File: src/logic/gpt_pkg.sv
package gpt_pkg;

   // ----------------------------------------
   // sizes and indexes
   // ----------------------------------------
   localparam int TW = 16;        // timer width
   localparam int NT = 5;         // number of timers
   localparam int NP = 11;        // synchronised pins
   localparam int NF = 8;         // request flags
   localparam int PRE_W = 10;     // prescaler counter width
   localparam int BASE_A = 3;     // group a divisor 8 is 2**3
   localparam int BASE_B = 2;     // group b divisor 4 is 2**2
   localparam int IX_CA = 0;      // core_timer_a
   localparam int IX_LO = 1;      // aux_timer_lo
   localparam int IX_HI = 2;      // aux_timer_hi
   localparam int IX_CB = 3;      // core_timer_b
   localparam int IX_AB = 4;      // aux_timer_b
   localparam int IX_DIR = 5;     // first direction pin in the pin vector
   localparam int IX_CAP = 10;    // capture_input_pin in the pin vector
   localparam int FL_CAP_LO = 5;  // capture into aux_timer_lo
   localparam int FL_CAP_HI = 6;  // capture into aux_timer_hi
   localparam int FL_CAP_B = 7;   // capture into capture_reload_reg
   localparam logic [TW-1:0] T_MAX = 16'hFFFF;
   localparam logic [TW-1:0] T_ZERO = 16'h0000;
   localparam logic [TW-1:0] T_ONE = 16'h0001;

   // ----------------------------------------
   // types
   // ----------------------------------------
   typedef enum logic [1:0] {MODE_TIMER = 2'h0, MODE_GATED = 2'h1,
      MODE_COUNTER = 2'h3, MODE_INCR = 2'h2} mode_type;
   typedef enum logic [1:0] {ROLE_COUNT = 2'h0, ROLE_CONCAT = 2'h1,
      ROLE_RELOAD = 2'h3, ROLE_CAPTURE = 2'h2} role_type;
   typedef enum logic [1:0] {EDGE_RISE = 2'h0, EDGE_FALL = 2'h1,
      EDGE_BOTH = 2'h3, EDGE_NONE = 2'h2} edge_type;

   typedef struct packed {
      mode_type mode;      // basic mode
      role_type role;      // aux timers only
      logic [2:0] sel;     // input_select_field
      logic down;          // software direction
      logic dir_pin_en;    // direction_input_pin may invert it
      logic gate_high;     // active gate level
      edge_type cnt_edge;  // counter edges, capture and reload pin edges
      edge_type tl_edge;   // toggle latch transition for concat or reload
      logic ext_reload;    // reload on input pin edge
   } cfg_type;

   typedef struct packed {
      logic pin_en;        // capture from capture_input_pin
      edge_type cap_edge;  // its edge
      logic from_core_in;  // capture on core_a_count_pin edges
      logic from_core_dir; // capture on core_a_dir_pin edges
      logic clear_aux;     // clear aux_timer_b after capture
      logic reload_core_b; // reload core_timer_b on its wrap
   } capb_cfg_type;

   typedef struct packed {
      logic [NT-1:0] en;   // write strobe per timer
      logic cap_en;        // write strobe for capture_reload_reg
      logic [TW-1:0] data; // write data
   } wr_type;

   typedef struct packed {
      logic [NP-1:0] s1;
      logic [NP-1:0] s2;
      logic [NP-1:0] s3;
      logic [NP-1:0] filt;
      logic [NP-1:0] prev;
      logic [PRE_W-1:0] presc;
      logic [NT-1:0][TW-1:0] tmr;
      logic tl_a;
      logic tl_b;
      logic [TW-1:0] capreg;
      logic [NF-1:0] flags;
      logic ovf_b;
   } state_type;

   localparam state_type ST_RESET = '0;

endpackage

File: src/logic/gpt_unit.sv
`timescale 1ns/10ps
module gpt_unit (
   // clock and reset
   input wire logic clk_i,
   input wire logic reset_n_i,
   // configuration
   input wire gpt_pkg::cfg_type [gpt_pkg::NT-1:0] cfg_i,
   input wire gpt_pkg::capb_cfg_type capb_cfg_i,
   // software writes and flag clears
   input wire gpt_pkg::wr_type wr_i,
   input wire logic [gpt_pkg::NF-1:0] flag_clr_i,
   // external pins
   input wire logic [gpt_pkg::NT-1:0] timer_input_pin_i,
   input wire logic [gpt_pkg::NT-1:0] direction_input_pin_i,
   input wire logic capture_input_pin_i,
   // timer state
   output logic [gpt_pkg::NT-1:0][gpt_pkg::TW-1:0] timer_o,
   output logic [gpt_pkg::TW-1:0] capture_reload_reg_o,
   output logic toggle_output_pin_a_o,
   output logic toggle_output_pin_b_o,
   // requests and compare-unit clock
   output logic [gpt_pkg::NF-1:0] flags_o,
   output logic core_b_wrap_o
);
   import gpt_pkg::*;

   // ----------------------------------------
   // helper functions
   // ----------------------------------------

   // edge selection
   function automatic logic edge_hit(edge_type e, logic r, logic f);
      logic h;
      h = 1'b0;
      unique case (e)
         EDGE_RISE: h = r;
         EDGE_FALL: h = f;
         EDGE_BOTH: h = r | f;
         EDGE_NONE: h = 1'b0;
      endcase
      return h;
   endfunction

   // prescaler tick: low base+sel bits all ones
   function automatic logic presc_hit(logic [PRE_W-1:0] cnt, logic [2:0] sel, int base);
      logic [PRE_W-1:0] m;
      m = PRE_W'((1 << (base + int'(sel))) - 1);
      return (cnt & m) == m;
   endfunction

   // count enable and direction of one timer
   function automatic logic [1:0] step(cfg_type c, logic tick, logic a, logic ar, logic af,
                                       logic b, logic br, logic bf, logic tr, logic tf);
      logic en;
      logic dn;
      en = 1'b0;
      dn = c.down ^ (c.dir_pin_en & b);
      unique case (c.mode)
         MODE_TIMER: en = tick;
         MODE_GATED: en = tick & (a == c.gate_high);
         MODE_COUNTER: en = edge_hit(c.cnt_edge, ar, af);
         MODE_INCR:
         begin
            en = ar | af | br | bf;
            dn = c.down ^ ((ar | af) ? (a == b) : (a != b));
         end
      endcase
      unique case (c.role)
         ROLE_COUNT: en = en;
         ROLE_CONCAT: en = edge_hit(c.tl_edge, tr, tf);
         ROLE_RELOAD, ROLE_CAPTURE: en = 1'b0;
      endcase
      return {en, dn};
   endfunction

   // one count step, wrap flag on top
   function automatic logic [TW:0] bump(logic [TW-1:0] v, logic en, logic dn);
      logic wrap;
      logic [TW-1:0] n;
      wrap = en & (dn ? (v == T_ZERO) : (v == T_MAX));
      n = v;
      if (en)
      begin
         n = dn ? v - T_ONE : v + T_ONE;
      end
      return {wrap, n};
   endfunction

   // ----------------------------------------
   // state and working signals
   // ----------------------------------------
   state_type st_q;                   // all state
   state_type st_d;                   // next state
   logic [NP-1:0] diff;               // second and third stage disagree
   logic [NP-1:0] rise;               // filtered rising edges
   logic [NP-1:0] fall;               // filtered falling edges
   logic [NT-1:0] en_v;               // count enables
   logic [NT-1:0] dn_v;               // count directions
   logic [NT-1:0] ovf_v;              // wraps this cycle
   logic [NT-1:0][TW-1:0] nxt;        // counted values
   logic [1:0] cap_v;                 // aux captures lo and hi
   logic capb_v;                      // group b capture
   logic tl_ra;                       // latch a rises
   logic tl_fa;                       // latch a falls
   logic tr;                          // latch rise seen by a timer
   logic tf;                          // latch fall seen by a timer
   logic tick;                        // prescaler tick of a timer
   logic hit;                         // aux pin edge
   logic [1:0] sv;                    // step result
   int core;                          // core index of a timer's group
   cfg_type c_v;                      // working configuration

   // ----------------------------------------
   // next state
   // ----------------------------------------

   // pins, counting, reload, capture, flags
   always_comb
   begin
      st_d = st_q;
      ovf_v = '0;
      en_v = '0;
      dn_v = '0;
      nxt = st_q.tmr;
      cap_v = '0;
      tr = 1'b0;
      tf = 1'b0;
      tick = 1'b0;
      hit = 1'b0;
      sv = '0;
      core = IX_CA;
      c_v = cfg_i[IX_CA];
      diff = st_q.s2 ^ st_q.s3;
      st_d.s1 = {capture_input_pin_i, direction_input_pin_i, timer_input_pin_i};
      st_d.s2 = st_q.s1;
      st_d.s3 = st_q.s2;
      st_d.filt = (st_q.s2 & ~diff) | (st_q.filt & diff);
      st_d.prev = st_q.filt;
      rise = st_q.filt & ~st_q.prev;
      fall = ~st_q.filt & st_q.prev;
      // free running prescaler
      st_d.presc = PRE_W'(st_q.presc + 1'b1);
      // cores come first so their aux timers see this cycle's latch change
      for (int i = 0; i < NT; i++)
      begin
         c_v = cfg_i[i];
         core = (i < IX_CB) ? IX_CA : IX_CB;
         if (i == core)
         begin
            c_v.role = ROLE_COUNT;
         end
         if (i < IX_CB)
         begin
            tick = presc_hit(st_q.presc, c_v.sel, BASE_A);
            tr = ovf_v[core] & ~st_q.tl_a;
            tf = ovf_v[core] & st_q.tl_a;
         end
         else
         begin
            tick = presc_hit(st_q.presc, c_v.sel, BASE_B);
            tr = ovf_v[core] & ~st_q.tl_b;
            tf = ovf_v[core] & st_q.tl_b;
         end
         sv = step(c_v, tick, st_q.filt[i], rise[i], fall[i], st_q.filt[IX_DIR + i],
                   rise[IX_DIR + i], fall[IX_DIR + i], tr, tf);
         en_v[i] = sv[1];
         dn_v[i] = sv[0];
         {ovf_v[i], nxt[i]} = bump(st_q.tmr[i], en_v[i], dn_v[i]);
      end
      st_d.tmr = nxt;
      tl_ra = ovf_v[IX_CA] & ~st_q.tl_a;
      tl_fa = ovf_v[IX_CA] & st_q.tl_a;
      st_d.tl_a = st_q.tl_a ^ ovf_v[IX_CA];
      st_d.tl_b = st_q.tl_b ^ ovf_v[IX_CB];
      st_d.ovf_b = ovf_v[IX_CB];
      // aux timers of group a as reload or capture registers
      for (int j = IX_LO; j <= IX_HI; j++)
      begin
         c_v = cfg_i[j];
         hit = edge_hit(c_v.cnt_edge, rise[j], fall[j]);
         if (c_v.role == ROLE_RELOAD &&
             ((c_v.ext_reload & hit) | edge_hit(c_v.tl_edge, tl_ra, tl_fa)))
         begin
            st_d.tmr[IX_CA] = st_q.tmr[j];
         end
         if (c_v.role == ROLE_CAPTURE && hit)
         begin
            st_d.tmr[j] = st_q.tmr[IX_CA];
            cap_v[j - IX_LO] = 1'b1;
         end
      end
      if (ovf_v[IX_CB] & capb_cfg_i.reload_core_b)
      begin
         st_d.tmr[IX_CB] = st_q.capreg;
      end
      capb_v = (capb_cfg_i.pin_en &
                edge_hit(capb_cfg_i.cap_edge, rise[IX_CAP], fall[IX_CAP])) |
               (capb_cfg_i.from_core_in & (rise[IX_CA] | fall[IX_CA])) |
               (capb_cfg_i.from_core_dir & (rise[IX_DIR + IX_CA] | fall[IX_DIR + IX_CA]));
      if (capb_v)
      begin
         st_d.capreg = st_q.tmr[IX_AB];
         if (capb_cfg_i.clear_aux)
         begin
            st_d.tmr[IX_AB] = T_ZERO;
         end
      end
      // software writes win over counting
      for (int i = 0; i < NT; i++)
      begin
         if (wr_i.en[i])
         begin
            st_d.tmr[i] = wr_i.data;
         end
      end
      if (wr_i.cap_en)
      begin
         st_d.capreg = wr_i.data;
      end
      st_d.flags = (st_q.flags & ~flag_clr_i) | {capb_v, cap_v, ovf_v};
   end

   // state register
   always_ff @(posedge clk_i)
   begin
      if (!reset_n_i)
      begin
         st_q <= ST_RESET;
      end
      else
      begin
         st_q <= st_d;
      end
   end

   // ----------------------------------------
   // outputs
   // ----------------------------------------
   assign timer_o = st_q.tmr;
   assign capture_reload_reg_o = st_q.capreg;
   assign toggle_output_pin_a_o = st_q.tl_a;
   assign toggle_output_pin_b_o = st_q.tl_b;
   assign flags_o = st_q.flags;
   assign core_b_wrap_o = st_q.ovf_b;
endmodule

File: config.mk
export PLATFORM = sky130hd
export DESIGN_NAME = gpt_unit
export DESIGN_NICKNAME = d
export VERILOG_FILES = /design/src/logic/gpt_pkg.sv /design/src/logic/gpt_unit.sv
export SDC_FILE = /design/constraint.sdc
export NUM_CORES = 1
export LEC_CHECK = 0
export ABC_CLOCK_PERIOD_IN_PS = 4050
export BUFFER_PORTS_ARGS = -buffer_cell sky130_fd_sc_hd__buf_2
export CAP_MARGIN = 40
export CORE_MARGIN = 2
export CORE_UTILIZATION = 45
export DETAILED_ROUTE_END_ITERATION = 10
export MAX_ROUTING_LAYER = met4
export PLACE_DENSITY = 0.77
export SLEW_MARGIN = 20
export SYNTH_ARGS = -nofsm -noshare
export SYNTH_HDL_FRONTEND = slang
export SYNTH_SLANG_ARGS = --single-unit
File: constraint.sdc
create_clock -name clk_i -period 4.05 [get_ports clk_i]
set_input_delay 0.405 -clock clk_i [delete_from_list [all_inputs] [get_ports clk_i]]
set_output_delay 0.405 -clock clk_i [all_outputs]
set_load 0.1 [all_outputs]
## Yosys cells after proc, flatten, opt, wreduce, memory -nomap -nowiden

Cells that the tools add are included.

- Add/subtract/negate cells: 21
- Multiply operators: 0
- Divide/modulo/power cells: 0
- Magnitude comparators: 0
- Equality and inequality tests: 76
- Shift-type cells: 5
- Multiplexer cells: 58
- Bitwise logic cells: 79
- Reduce and logical (&&, ||, !) cells: 34

Operator list:

| cell | number |
|---|---|
| two-way mux 16 bit | 24 |
| adder 16 x 1 -> 16 bit (second input constant) | 5 |
| == test 16 bit (second input constant) | 5 |
| logical NOT 16 bit | 5 |
| subtractor 16 x 1 -> 16 bit (second input constant) | 5 |
| == test 2 bit (second input constant) | 34 |
| one-hot mux 1 bit (4 select lines) | 14 |
| bitwise AND 10 bit | 5 |
| == test 10 bit | 5 |
| left shift 1 x 4 -> 10 bit (first input constant) | 5 |
| subtractor 10 x 2 -> 10 bit (second input constant) | 5 |
| bitwise AND 11 bit | 4 |
| == test 2 x 1 -> 1 bit (second input constant) | 17 |
| logical NOT 2 bit | 17 |
| NOT 11 bit | 3 |
| bitwise AND 1 bit | 25 |
| OR 1 bit | 23 |
| adder 2 x 3 -> 4 bit (first input constant) | 5 |
| two-way mux 1 bit | 17 |
| bitwise XOR 1 bit | 12 |
| OR 11 bit | 1 |
| bitwise XOR 11 bit | 1 |
| adder 10 x 1 -> 10 bit (second input constant) | 1 |
| == test 1 bit | 10 |
| 11 further kinds | 25 |

- Flip-flop bits (word level): 172
- Bits in latches: 0
- RAM bits: 0
- Memory bits (read-only): 0
- Output and inout port bits: 107
- Memories: 0

## Longest topological paths before layout

Gate-level depths: netlist of the first run.

- Word-level depth: 16
- Mapped depth: 20
- Gate-level depth less buffers: 18

## Least setup slack after synthesis of the first run

Ideal clock, no wire load.

- Path type: reg2reg
- Start point: register with a tool-made name
- End point: register st_q, in the netlist timer_o[3]
- Library setup time: 0.086 ns
- Arrival time: 4.296 ns
- Required time: 3.964 ns
- Setup slack: -0.331 ns
- Stages on the path, launching flop included: 17
- Path buffers: 3
- Cells stage by stage: dfxtp_1 > ha_1 > xnor2_1 > nand2_1 > mux2_2 > xnor2_1 > mux2i_1 > and2_1 > ha_1 > a22o_1 > o21bai_1 > and3_1 > clkbuf_1 > or4_1 > buf_2 > buf_2 > a211oi_1

RTL lines:

| element | RTL line | source |
|---|---|---|
| to (signal assigned) | gpt_unit.sv:232 | `st_q <= st_d;` |
| to (decl) | gpt_unit.sv:92 | `state_type st_q;` |

## Worst setup path after layout of the first run

- Start point: register st_q[117] (netlist bit)
- End point: register st_q, in the netlist timer_o[11]

- Word-level cells in the longest chain between the ends: 16
- Elaborated cells on any way between the ends: 28
- Those cells by class: mux: 12; bitwise: 13; reduce/logical: 3

RTL lines:

| element | RTL line | source |
|---|---|---|
| NOT 11 bit | gpt_unit.sv:139 | `rise = st_q.filt & ~st_q.prev;` |
| bitwise AND 11 bit | gpt_unit.sv:139 |  |
| OR 1 bit | gpt_unit.sv:38, gpt_unit.sv:64, gpt_unit.sv:65 |  |
| two-way mux 1 bit | gpt_unit.sv:65 | `dn = c.down ^ ((ar \| af) ? (a == b) : (a != b));` |
| bitwise XOR 1 bit | gpt_unit.sv:65 |  |
| two-way mux 1 bit | gpt_unit.sv:58 | `unique case (c.mode)` |
| two-way mux 1 bit | gpt_unit.sv:80 | `wrap = en & (dn ? (v == T_ZERO) : (v == T_MAX));` |
| bitwise AND 1 bit | gpt_unit.sv:80 |  |
| bitwise AND 1 bit (on tied branches) | gpt_unit.sv:171, gpt_unit.sv:172 |  |
| OR 1 bit | gpt_unit.sv:38 | `EDGE_BOTH: h = r \| f;` |
| one-hot mux 1 bit (4 select lines) | gpt_unit.sv:35 | `unique case (e)` |
| OR 1 bit | gpt_unit.sv:182 | `((c_v.ext_reload & hit) \| edge_hit(c_v.tl_edge, tl_ra, tl_fa)))` |
| logical AND 1 bit | gpt_unit.sv:181 | `if (c_v.role == ROLE_RELOAD &&` |
| two-way mux 16 bit (2 in a row) | gpt_unit.sv:181 |  |
| two-way mux 16 bit | gpt_unit.sv:211 | `if (wr_i.en[i])` |

Several ways; a longest one is shown, not always the timed one. The select of a mux whose other input is x is not followed.
A chain may end at the register's enable or synchronous reset.

==> results of run 1 <==
==> per-stage QoR <==
stage / worst slack [ns] / TNS, ns / area, um^2 / power (mW) / hold WS, ns
floorplan: 0.01695 / 0 / 13730 / 3.581 / 0.4119
detailed placement: -0.1814 / -2.180 / 14780 / 4.006 / 0.4209
global route: -0.03187 / -0.1186 / 15900 / 6.182 / 0.1773
CTS: 0.009906 / 0 / 15460 / 5.851 / 0.1678
global placement: 0.02908 / 0 / 14780 / 3.968 / 0.4184
finish: 0.1533 / 0 / 15900 / 5.927 / 0.1799
==> where the power goes <==
group          switching, mW  total [mW]  internal (mW)
combinational           1.43        2.12          0.699
clock                  0.748        1.86           1.11
sequential             0.158        1.95           1.79
==> state kept, by name, summed over array words and instances, names as in the netlist, named ones only <==
signal / flops
toggle_output_pin_a_o: 1
st_q: 32
flags_o: 8
core_b_wrap_o: 1
toggle_output_pin_b_o: 1
timer_o: 80
st_d: 22
capture_reload_reg_o: 16
==> worst register-to-register path, cell delays in order, from the launching register on <==
cell and delay, ns:
dfxtp_1 0.34, inv_1 0.07, ha_4 0.26, xnor2_2 0.15, nand2_1 0.08, mux2_4 0.36, xnor2_4 0.33, buf_6 0.18
ha_1 0.24, o21a_1 0.17, o21a_1 0.21, a2111oi_4 0.44, o31ai_2 0.14, buf_4 0.17, xnor2_1 0.11, a221oi_1 0.28
o211ai_1 0.11, o211a_1 0.14
==> cells in the mapped netlist (16+ instances only) <==
master	count	share of area
nor3_1	41	0.015
o21ai_0	88	0.032
xor2_1	43	0.028
nand2_1	139	0.038
ha_1	103	0.094
buf_4	105	0.058
nor2b_1	22	0.010
nand3_1	33	0.012
xnor2_1	45	0.029
and3_1	19	0.0087
nor4_1	27	0.012
o21a_1	17	0.0093
mux2i_1	55	0.040
a211oi_1	24	0.013
nand2b_1	16	0.0073
a21o_1	20	0.011
clkbuf_1	61	0.017
and2_1	54	0.025
inv_1	61	0.017
dfxtp_1	172	0.25
a21oi_1	143	0.052
o211ai_1	36	0.020
nor2_1	141	0.039
nand4_1	30	0.014
==> metal layers <==
layer	wire, um	vias up	track usage	share of wire
met5	0	-	-	0
met4	1976	0	0.1264	0.044
met3	3605	144	0.05115	0.080
met2	21130	631	0.4644	0.47
met1	18190	6471	0.3397	0.41
li1	-	6496	-	-
==> cells by family after synthesis <==
| group | share of synthesized area |
|---|---|
| AOI/OAI and AO/OA | 0.2352 |
| xor gates and xnor gates | 0.05795 |
| adders and majority gates | 0.1029 |
| buffers and inverters | 0.09634 |
| DFF | 0.2515 |
| muxes | 0.04844 |
| other | 0.0002739 |
| and+or+nand+nor | 0.2074 |
==> worst paths after layout <==
kind	startpoint	end	slack (ns)	depth (start not counted)
max	st_q[117]	timer_o[11]	0.15	17
min	direction_input_pin_i[0]	st_d[155]	0.18	2
max reg2reg	st_q[117]	timer_o[11]	0.15	17
min reg2reg	st_d[153]	st_d[142]	0.43	1
==> layout make-up <==
cell class	count	area share
multi-input cells	1322	0.5828
flip-flops and latches	172	0.2167
repair buffers	302	0.1127
well taps	390	0.03070
clock buffers	17	0.02676
inverters	62	0.01496
clock inverters	15	0.01472
diodes	4	0.0006297
==> timing repair <==
| item | CTS | global route |
|---|---|---|
| pin swaps | 0 | 22 |
| buffers inserted | 0 | 11 |
| gates cloned | 0 | 3 |
| gates resized for setup | 4 | 52 |
| endpoints found under the setup margin | 8 | 63 |
==> impl_results.md, run 1 <==
* Congestion Overflow GR at 0
* Most frequent cells in the layout: buf_2, dfxtp_1, nor2_1
* Total CTS buffers at 17
* Post-synth EDFFs at 0
* Worst Path Max Fanout at 6
* Vias at 13742
* Die area at 31830 um^2
* Largest net degree at the start of global routing at 49
* Cell family with most CP delay: compound AO/OA/AOI/OAI gates
* FFs w/ async S/R, synth at 0
* Critical Path, Cell by Cell: inv_1, ha_4, xnor2_2, nand2_1, mux2_4, xnor2_4, buf_6, ha_1, o21a_1, o21a_1, a2111oi_4, o31ai_2, buf_4, xnor2_1, a221oi_1, o211ai_1, o211a_1
* Slew headroom at 0.4794
* CTS tree: built
* Placed cells at 2234
* Pwr Density at 372.9 nW/um^2
* Fin. max-slew vios at 0
* Drt drc at 0
* HP Class: in2reg
* Starting DRT DRC Count at 1137
* Mapped Cells at 1730
* Leak pwr at 7.039 nW
* Clock latency on the worst-skew pair at 0.44 ns
* Yosys reg bits at 172
* Pre-antenna DRT Iters at 5
* MaxCap Viol Count at 0
* Setup crit end kind: register
* Clock transition at path regs at 0.07 ns
* Avg WL per Cell at 19.66 um
* Seq/Total Area, Yosys at 0.2515
* Root buffer cell: clkbuf_16
* Syn Area/Cell at 7.913 um^2
* H-Tree Level Count at 4
* Initial core utilization at 0.4594
* Core ar. at 29800 um^2
* Fillers at 2810
* Crit-path max cell delay at 0.44 ns
* Drt via density at 6.017
* Total track usage at 0.2835
* CTS Hold Bufs at 0
* Final ANT Viol Nets at 0
* Final Hold Violating Endpoints at 0
* Clk buf depth at 2
* Synth warnings at 0
* CP Class: reg2reg
* Area grow syn2layout at 16.11%
* Status: finished clean
* IO buf count at 220
* Vias in the first global route at 12975
* VDD IR max at 322.9 uV
* HPWL after DPL at 33550 um
* Global-route wire length before repair at 68720 um
* Layout Cells excl Fill at 2284
* Register area at 3445 um^2
* Multi-input logic area at 9264 um^2
* CP required at 4.37 ns
* Initial antenna violation count at 4
* Critical path's slowest cell: a2111oi_4
* Post-layout minimum cycle time at 3.897 ns
* Die Y at 178.4 um
* Setup-failing EPs final at 0
* Util after Layout at 0.5335
* Commonest non-fill, non-tap cell in the layout: buf_2
* Nets at 2110
* Clk_skew at 0.01567 ns
* Num rows at 63
* Share of layout cells above drive strength 1 at 0.2169
* Top-Level Pins at 232
* Die W at 178.4 um
* Crit start category: register
* Total wire length at 44900 um
* CP dominant cell by count: o21a_1
* Routability cong. at 0.9500
* Netlist cell types at 88
* Slew @ Worst Pin at 0.7810 ns
* WP data arrival at 4.21 ns
* Tcrit/Tclk final at 0.9622
* Buf+Inv Stages, Crit Path at 3
* Prevailing post-synth register cell: dfxtp_1
* Max Fclk at 256.6 MHz
* Sink Count at 172
* Cell Area, Synth at 13690 um^2
Power figures use the tool's default switching activity.
==> run 2, diff against run 1 <==
- ABC_AREA: not set -> 1
- PLACE_DENSITY: 0.77 -> 0.76
==> run 2 against run 1 <==
Effect of this change:
- sequential power barely moved
- final cell count is 27% higher
- clock-buffer cell count is 2 higher
- via count rose by 15%
- combinational power up 9.9%
- synthesized cell count up 35%
- global-route usage is 0.24 points higher
- hold slack got worse by 0.042 ns
- largest cell class unchanged
==> impl_results.md, run 2 <==
* Die area at 34030 um^2 (was 31830 um^2)
* Sink Count at 172 (unchanged)
* Core ar. at 32290 um^2 (was 29800 um^2)
* Final Hold Violating Endpoints at 0 (unchanged)
* Crit start category: register (unchanged)
* Final ANT Viol Nets at 0 (unchanged)
* Top-Level Pins at 232 (unchanged)
* Area after DPL at 15490 um^2 (was 14780 um^2)
* Post-synth EDFFs at 0 (unchanged)
* Most frequent cells in the layout: nand2_1, inv_1, a21oi_1 (was buf_2, dfxtp_1, nor2_1)
* Setup crit end kind: register (unchanged)
* Cell Area, Synth at 14660 um^2 (was 13690 um^2)
* Yosys reg bits at 172 (unchanged)
* Drt drc at 0 (unchanged)
* Root buffer cell: clkbuf_16 (unchanged)
* Clk_skew at 0.01602 ns (was 0.01567 ns)
* Total CTS buffers at 17 (unchanged)
* Drt via density at 5.468 (was 6.017)
* VDD IR max at 253.1 uV (was 322.9 uV)
* Synth warnings at 0 (unchanged)
* HPWL after DPL at 37620 um (was 33550 um)
* Starting DRT DRC Count at 1248 (was 1137)
* Fin. max-slew vios at 0 (unchanged)
* RSZ-0062 raised after global routing: yes
* H-Tree Level Count at 4 (unchanged)
* Initial antenna violation count at 6 (was 4)
* IO buf count at 220 (unchanged)
* Final Power at 5.951 mW (was 5.927 mW)
* Slew headroom at 0.4335 (was 0.4794)
* Area grow syn2layout at 10.02% (was 16.11%)
* Cell taking the most area after synthesis: dfxtp_1 (unchanged)
* Largest net degree at the start of global routing at 68 (was 49)
* Share of layout cells above drive strength 1 at 0.1294 (was 0.2169)
* HP Class: in2reg (unchanged)
* Netlist cell types at 52 (was 88)
* Congestion Overflow GR at 0 (unchanged)
* Die Y at 184.5 um (was 178.4 um)
* Slew @ Worst Pin at 0.8420 ns (was 0.7810 ns)
* Commonest non-fill, non-tap cell in the layout: nand2_1 (was buf_2)
* MaxCap Viol Count at 0 (unchanged)
* Max FFs per register at 80 (unchanged)
* FFs w/ async S/R, synth at 0 (unchanged)
* Num rows at 66 (was 63)
* Flop-to-flop setup slack at 0.35 ns (was 0.15 ns)
* Top-count cell post-synth: nand2_1 (was dfxtp_1)
* Syn Area/Cell at 6.288 um^2 (was 7.913 um^2)
* Status: finished clean (unchanged)
* Vias in the first global route at 14404 (was 12975)
* Seq/Total Area, Yosys at 0.2349 (was 0.2515)
* Worst Setup EP: timer_o[31] (was timer_o[11])
* Vias at 15842 (was 13742)
* Mapped Cells at 2331 (was 1730)
* Leak pwr at 8.207 nW (was 7.039 nW)
* Cell area after layout at 16130 um^2 (was 15900 um^2)
* Global-route wire length before repair at 74930 um (was 68720 um)
* Prevailing post-synth register cell: dfxtp_1 (unchanged)
* Nets at 2670 (was 2110)
* Top post-synthesis cells by area: dfxtp_1, nand2_1, ha_1 (was dfxtp_1, ha_1, buf_4)
* Fin Setup TNS at 0 ns (unchanged)
* Worst Path Max Fanout at 17 (was 6)
* R2r endpoint: timer_o[31] (was timer_o[11])
* Routability cong. at 0.9678 (was 0.9500)
* Max Fclk at 269.9 MHz (was 256.6 MHz)
* Pre-antenna DRT Iters at 6 (was 5)
* Tcrit/Tclk final at 0.9148 (was 0.9622)
* Total track usage at 0.2859 (was 0.2835)
* Clock transition at path regs at 0.07 ns (about the same)
* Initial core utilization at 0.4539 (was 0.4594)
* CTS Hold Bufs at 0 (unchanged)
* Fillers at 3326 (was 2810)
* Area share of the largest cell type after synthesis at 0.2349 (was 0.2515)
* R2R depth at 20 (was 17)
* CP required at 4.42 ns (was 4.37 ns)
* Avg WL per Cell at 16.54 um (was 19.66 um)
* Die W at 184.5 um (was 178.4 um)
* WP data arrival at 4.08 ns (was 4.21 ns)
* Setup-failing EPs final at 0 (unchanged)
* Post-layout minimum cycle time at 3.705 ns (was 3.897 ns)
* Synth top cells by count: nand2_1, inv_1, a21oi_1 (was dfxtp_1, a21oi_1, nor2_1)
* Total wire length at 47930 um (was 44900 um)
* Clk buf depth at 2 (unchanged)
* CTS tree: built (unchanged)
* Clock latency on the worst-skew pair at 0.44 ns (about the same)
* Pwr Density at 369.1 nW/um^2 (was 372.9 nW/um^2)
* CP Class: reg2reg (unchanged)
-- run 2: cell count changes in the layout (fill, tap and decap cells not counted), moves of 62 or more --
cell / change
nand2_1: +346
inv_1: +247
nand3_1: +123
o21ai_0: +122
a21oi_1: +83
nor2_1: +62
-- run 2: worst max-delay path: stages, from the launching register on --
cell,delay (ns)
dfxtp_1,0.47
ha_1,0.32
inv_1,0.07
nor2_1,0.05
nor2_1,0.11
nand2_1,0.07
nand3_1,0.11
nand2_1,0.06
nand2_1,0.05
nand2_1,0.09
inv_1,0.46
ha_1,0.40
a21oi_1,0.14
nand2_1,0.12
nand3_1,0.10
nand3_1,0.18
a21oi_1,0.39
nand3_1,0.13
nand3_1,0.11
nand2_1,0.05
a21oi_1,0.13
-- run 2: kinds of logic (layout without fill, tap and decap cells) --
group | count (synthesis) | after routing | share of synthesized area
and+or+nand+nor | 992 | 992 | 0.2937
buffers and inverters | 485 | 598 | 0.1529
xor gates and xnor gates | 46 | 46 | 0.02749
adders and majority gates | 108 | 108 | 0.09476
DFF | 172 | 172 | 0.2349
AOI/OAI and AO/OA | 527 | 527 | 0.1959
other | 1 | 12 | 0.0002559
-- run 2: layout make-up --
cell class,count,area (um^2),share of cell area
Clock inverter,12,137.6,0.008535
Inverter,318,1201,0.07449
Antenna cell,6,15.01,0.0009311
Timing Repair Buffer,249,1329,0.08240
Tap cell,442,553.0,0.03430
Sequential cell,172,3445,0.2136
Multi-Input combinational cell,1679,9002,0.5583
Clock buffer,19,442.9,0.02747
-- run 2: worst min path at each step --
stage | from | to | slack, ns | cells after the start
2_1_floorplan | st_d[150] | st_d[139] | 0.39 | 2
3_3_place_gp | st_d[154] | st_d[143] | 0.39 | 2
3_5_place_dp | st_d[158] | st_d[147] | 0.40 | 2
4_1_cts | timer_input_pin_i[2] | st_d[152] | 0.13 | 3
5_1_grt | timer_input_pin_i[2] | st_d[152] | 0.13 | 3
6_report | timer_input_pin_i[2] | st_d[152] | 0.14 | 3
-- run 2: what timing repair did --
| action | CTS | global route |
|---|---|---|
| buffers inserted | 0 | 2 |
| gates resized for setup | 0 | 9 |
| endpoints found under the hold margin | 0 | 0 |
| endpoints found under the setup margin | 0 | 35 |
-- run 2: where the power goes --
| group | internal (mW) | switching (mW) |
|---|---|---|
| registers | 1.80 | 0.152 |
| logic | 0.634 | 1.69 |
| clock network | 0.932 | 0.745 |
-- run 2: stage by stage --
step	util	setup slack, ns	instances	hold slack, ns
finish	0.4994	0.3451	2897	0.1380
CTS	0.4976	0.2377	2889	0.1266
global placement	0.4797	0.2692	2858	0.3932
detailed placement	0.4797	0.2554	2858	0.3954
floorplan	-	0.4506	2336	0.3905
global route	0.4994	-0.01444	2897	0.1284
-- run 2: layer usage --
metal,GRT usage,up-vias,routed length (um)
met3,0.05414,108,4086
li1,-,7859,-
met1,0.3647,7216,20630
met2,0.4420,659,21230
met4,0.1216,0,1975
met5,-,-,0
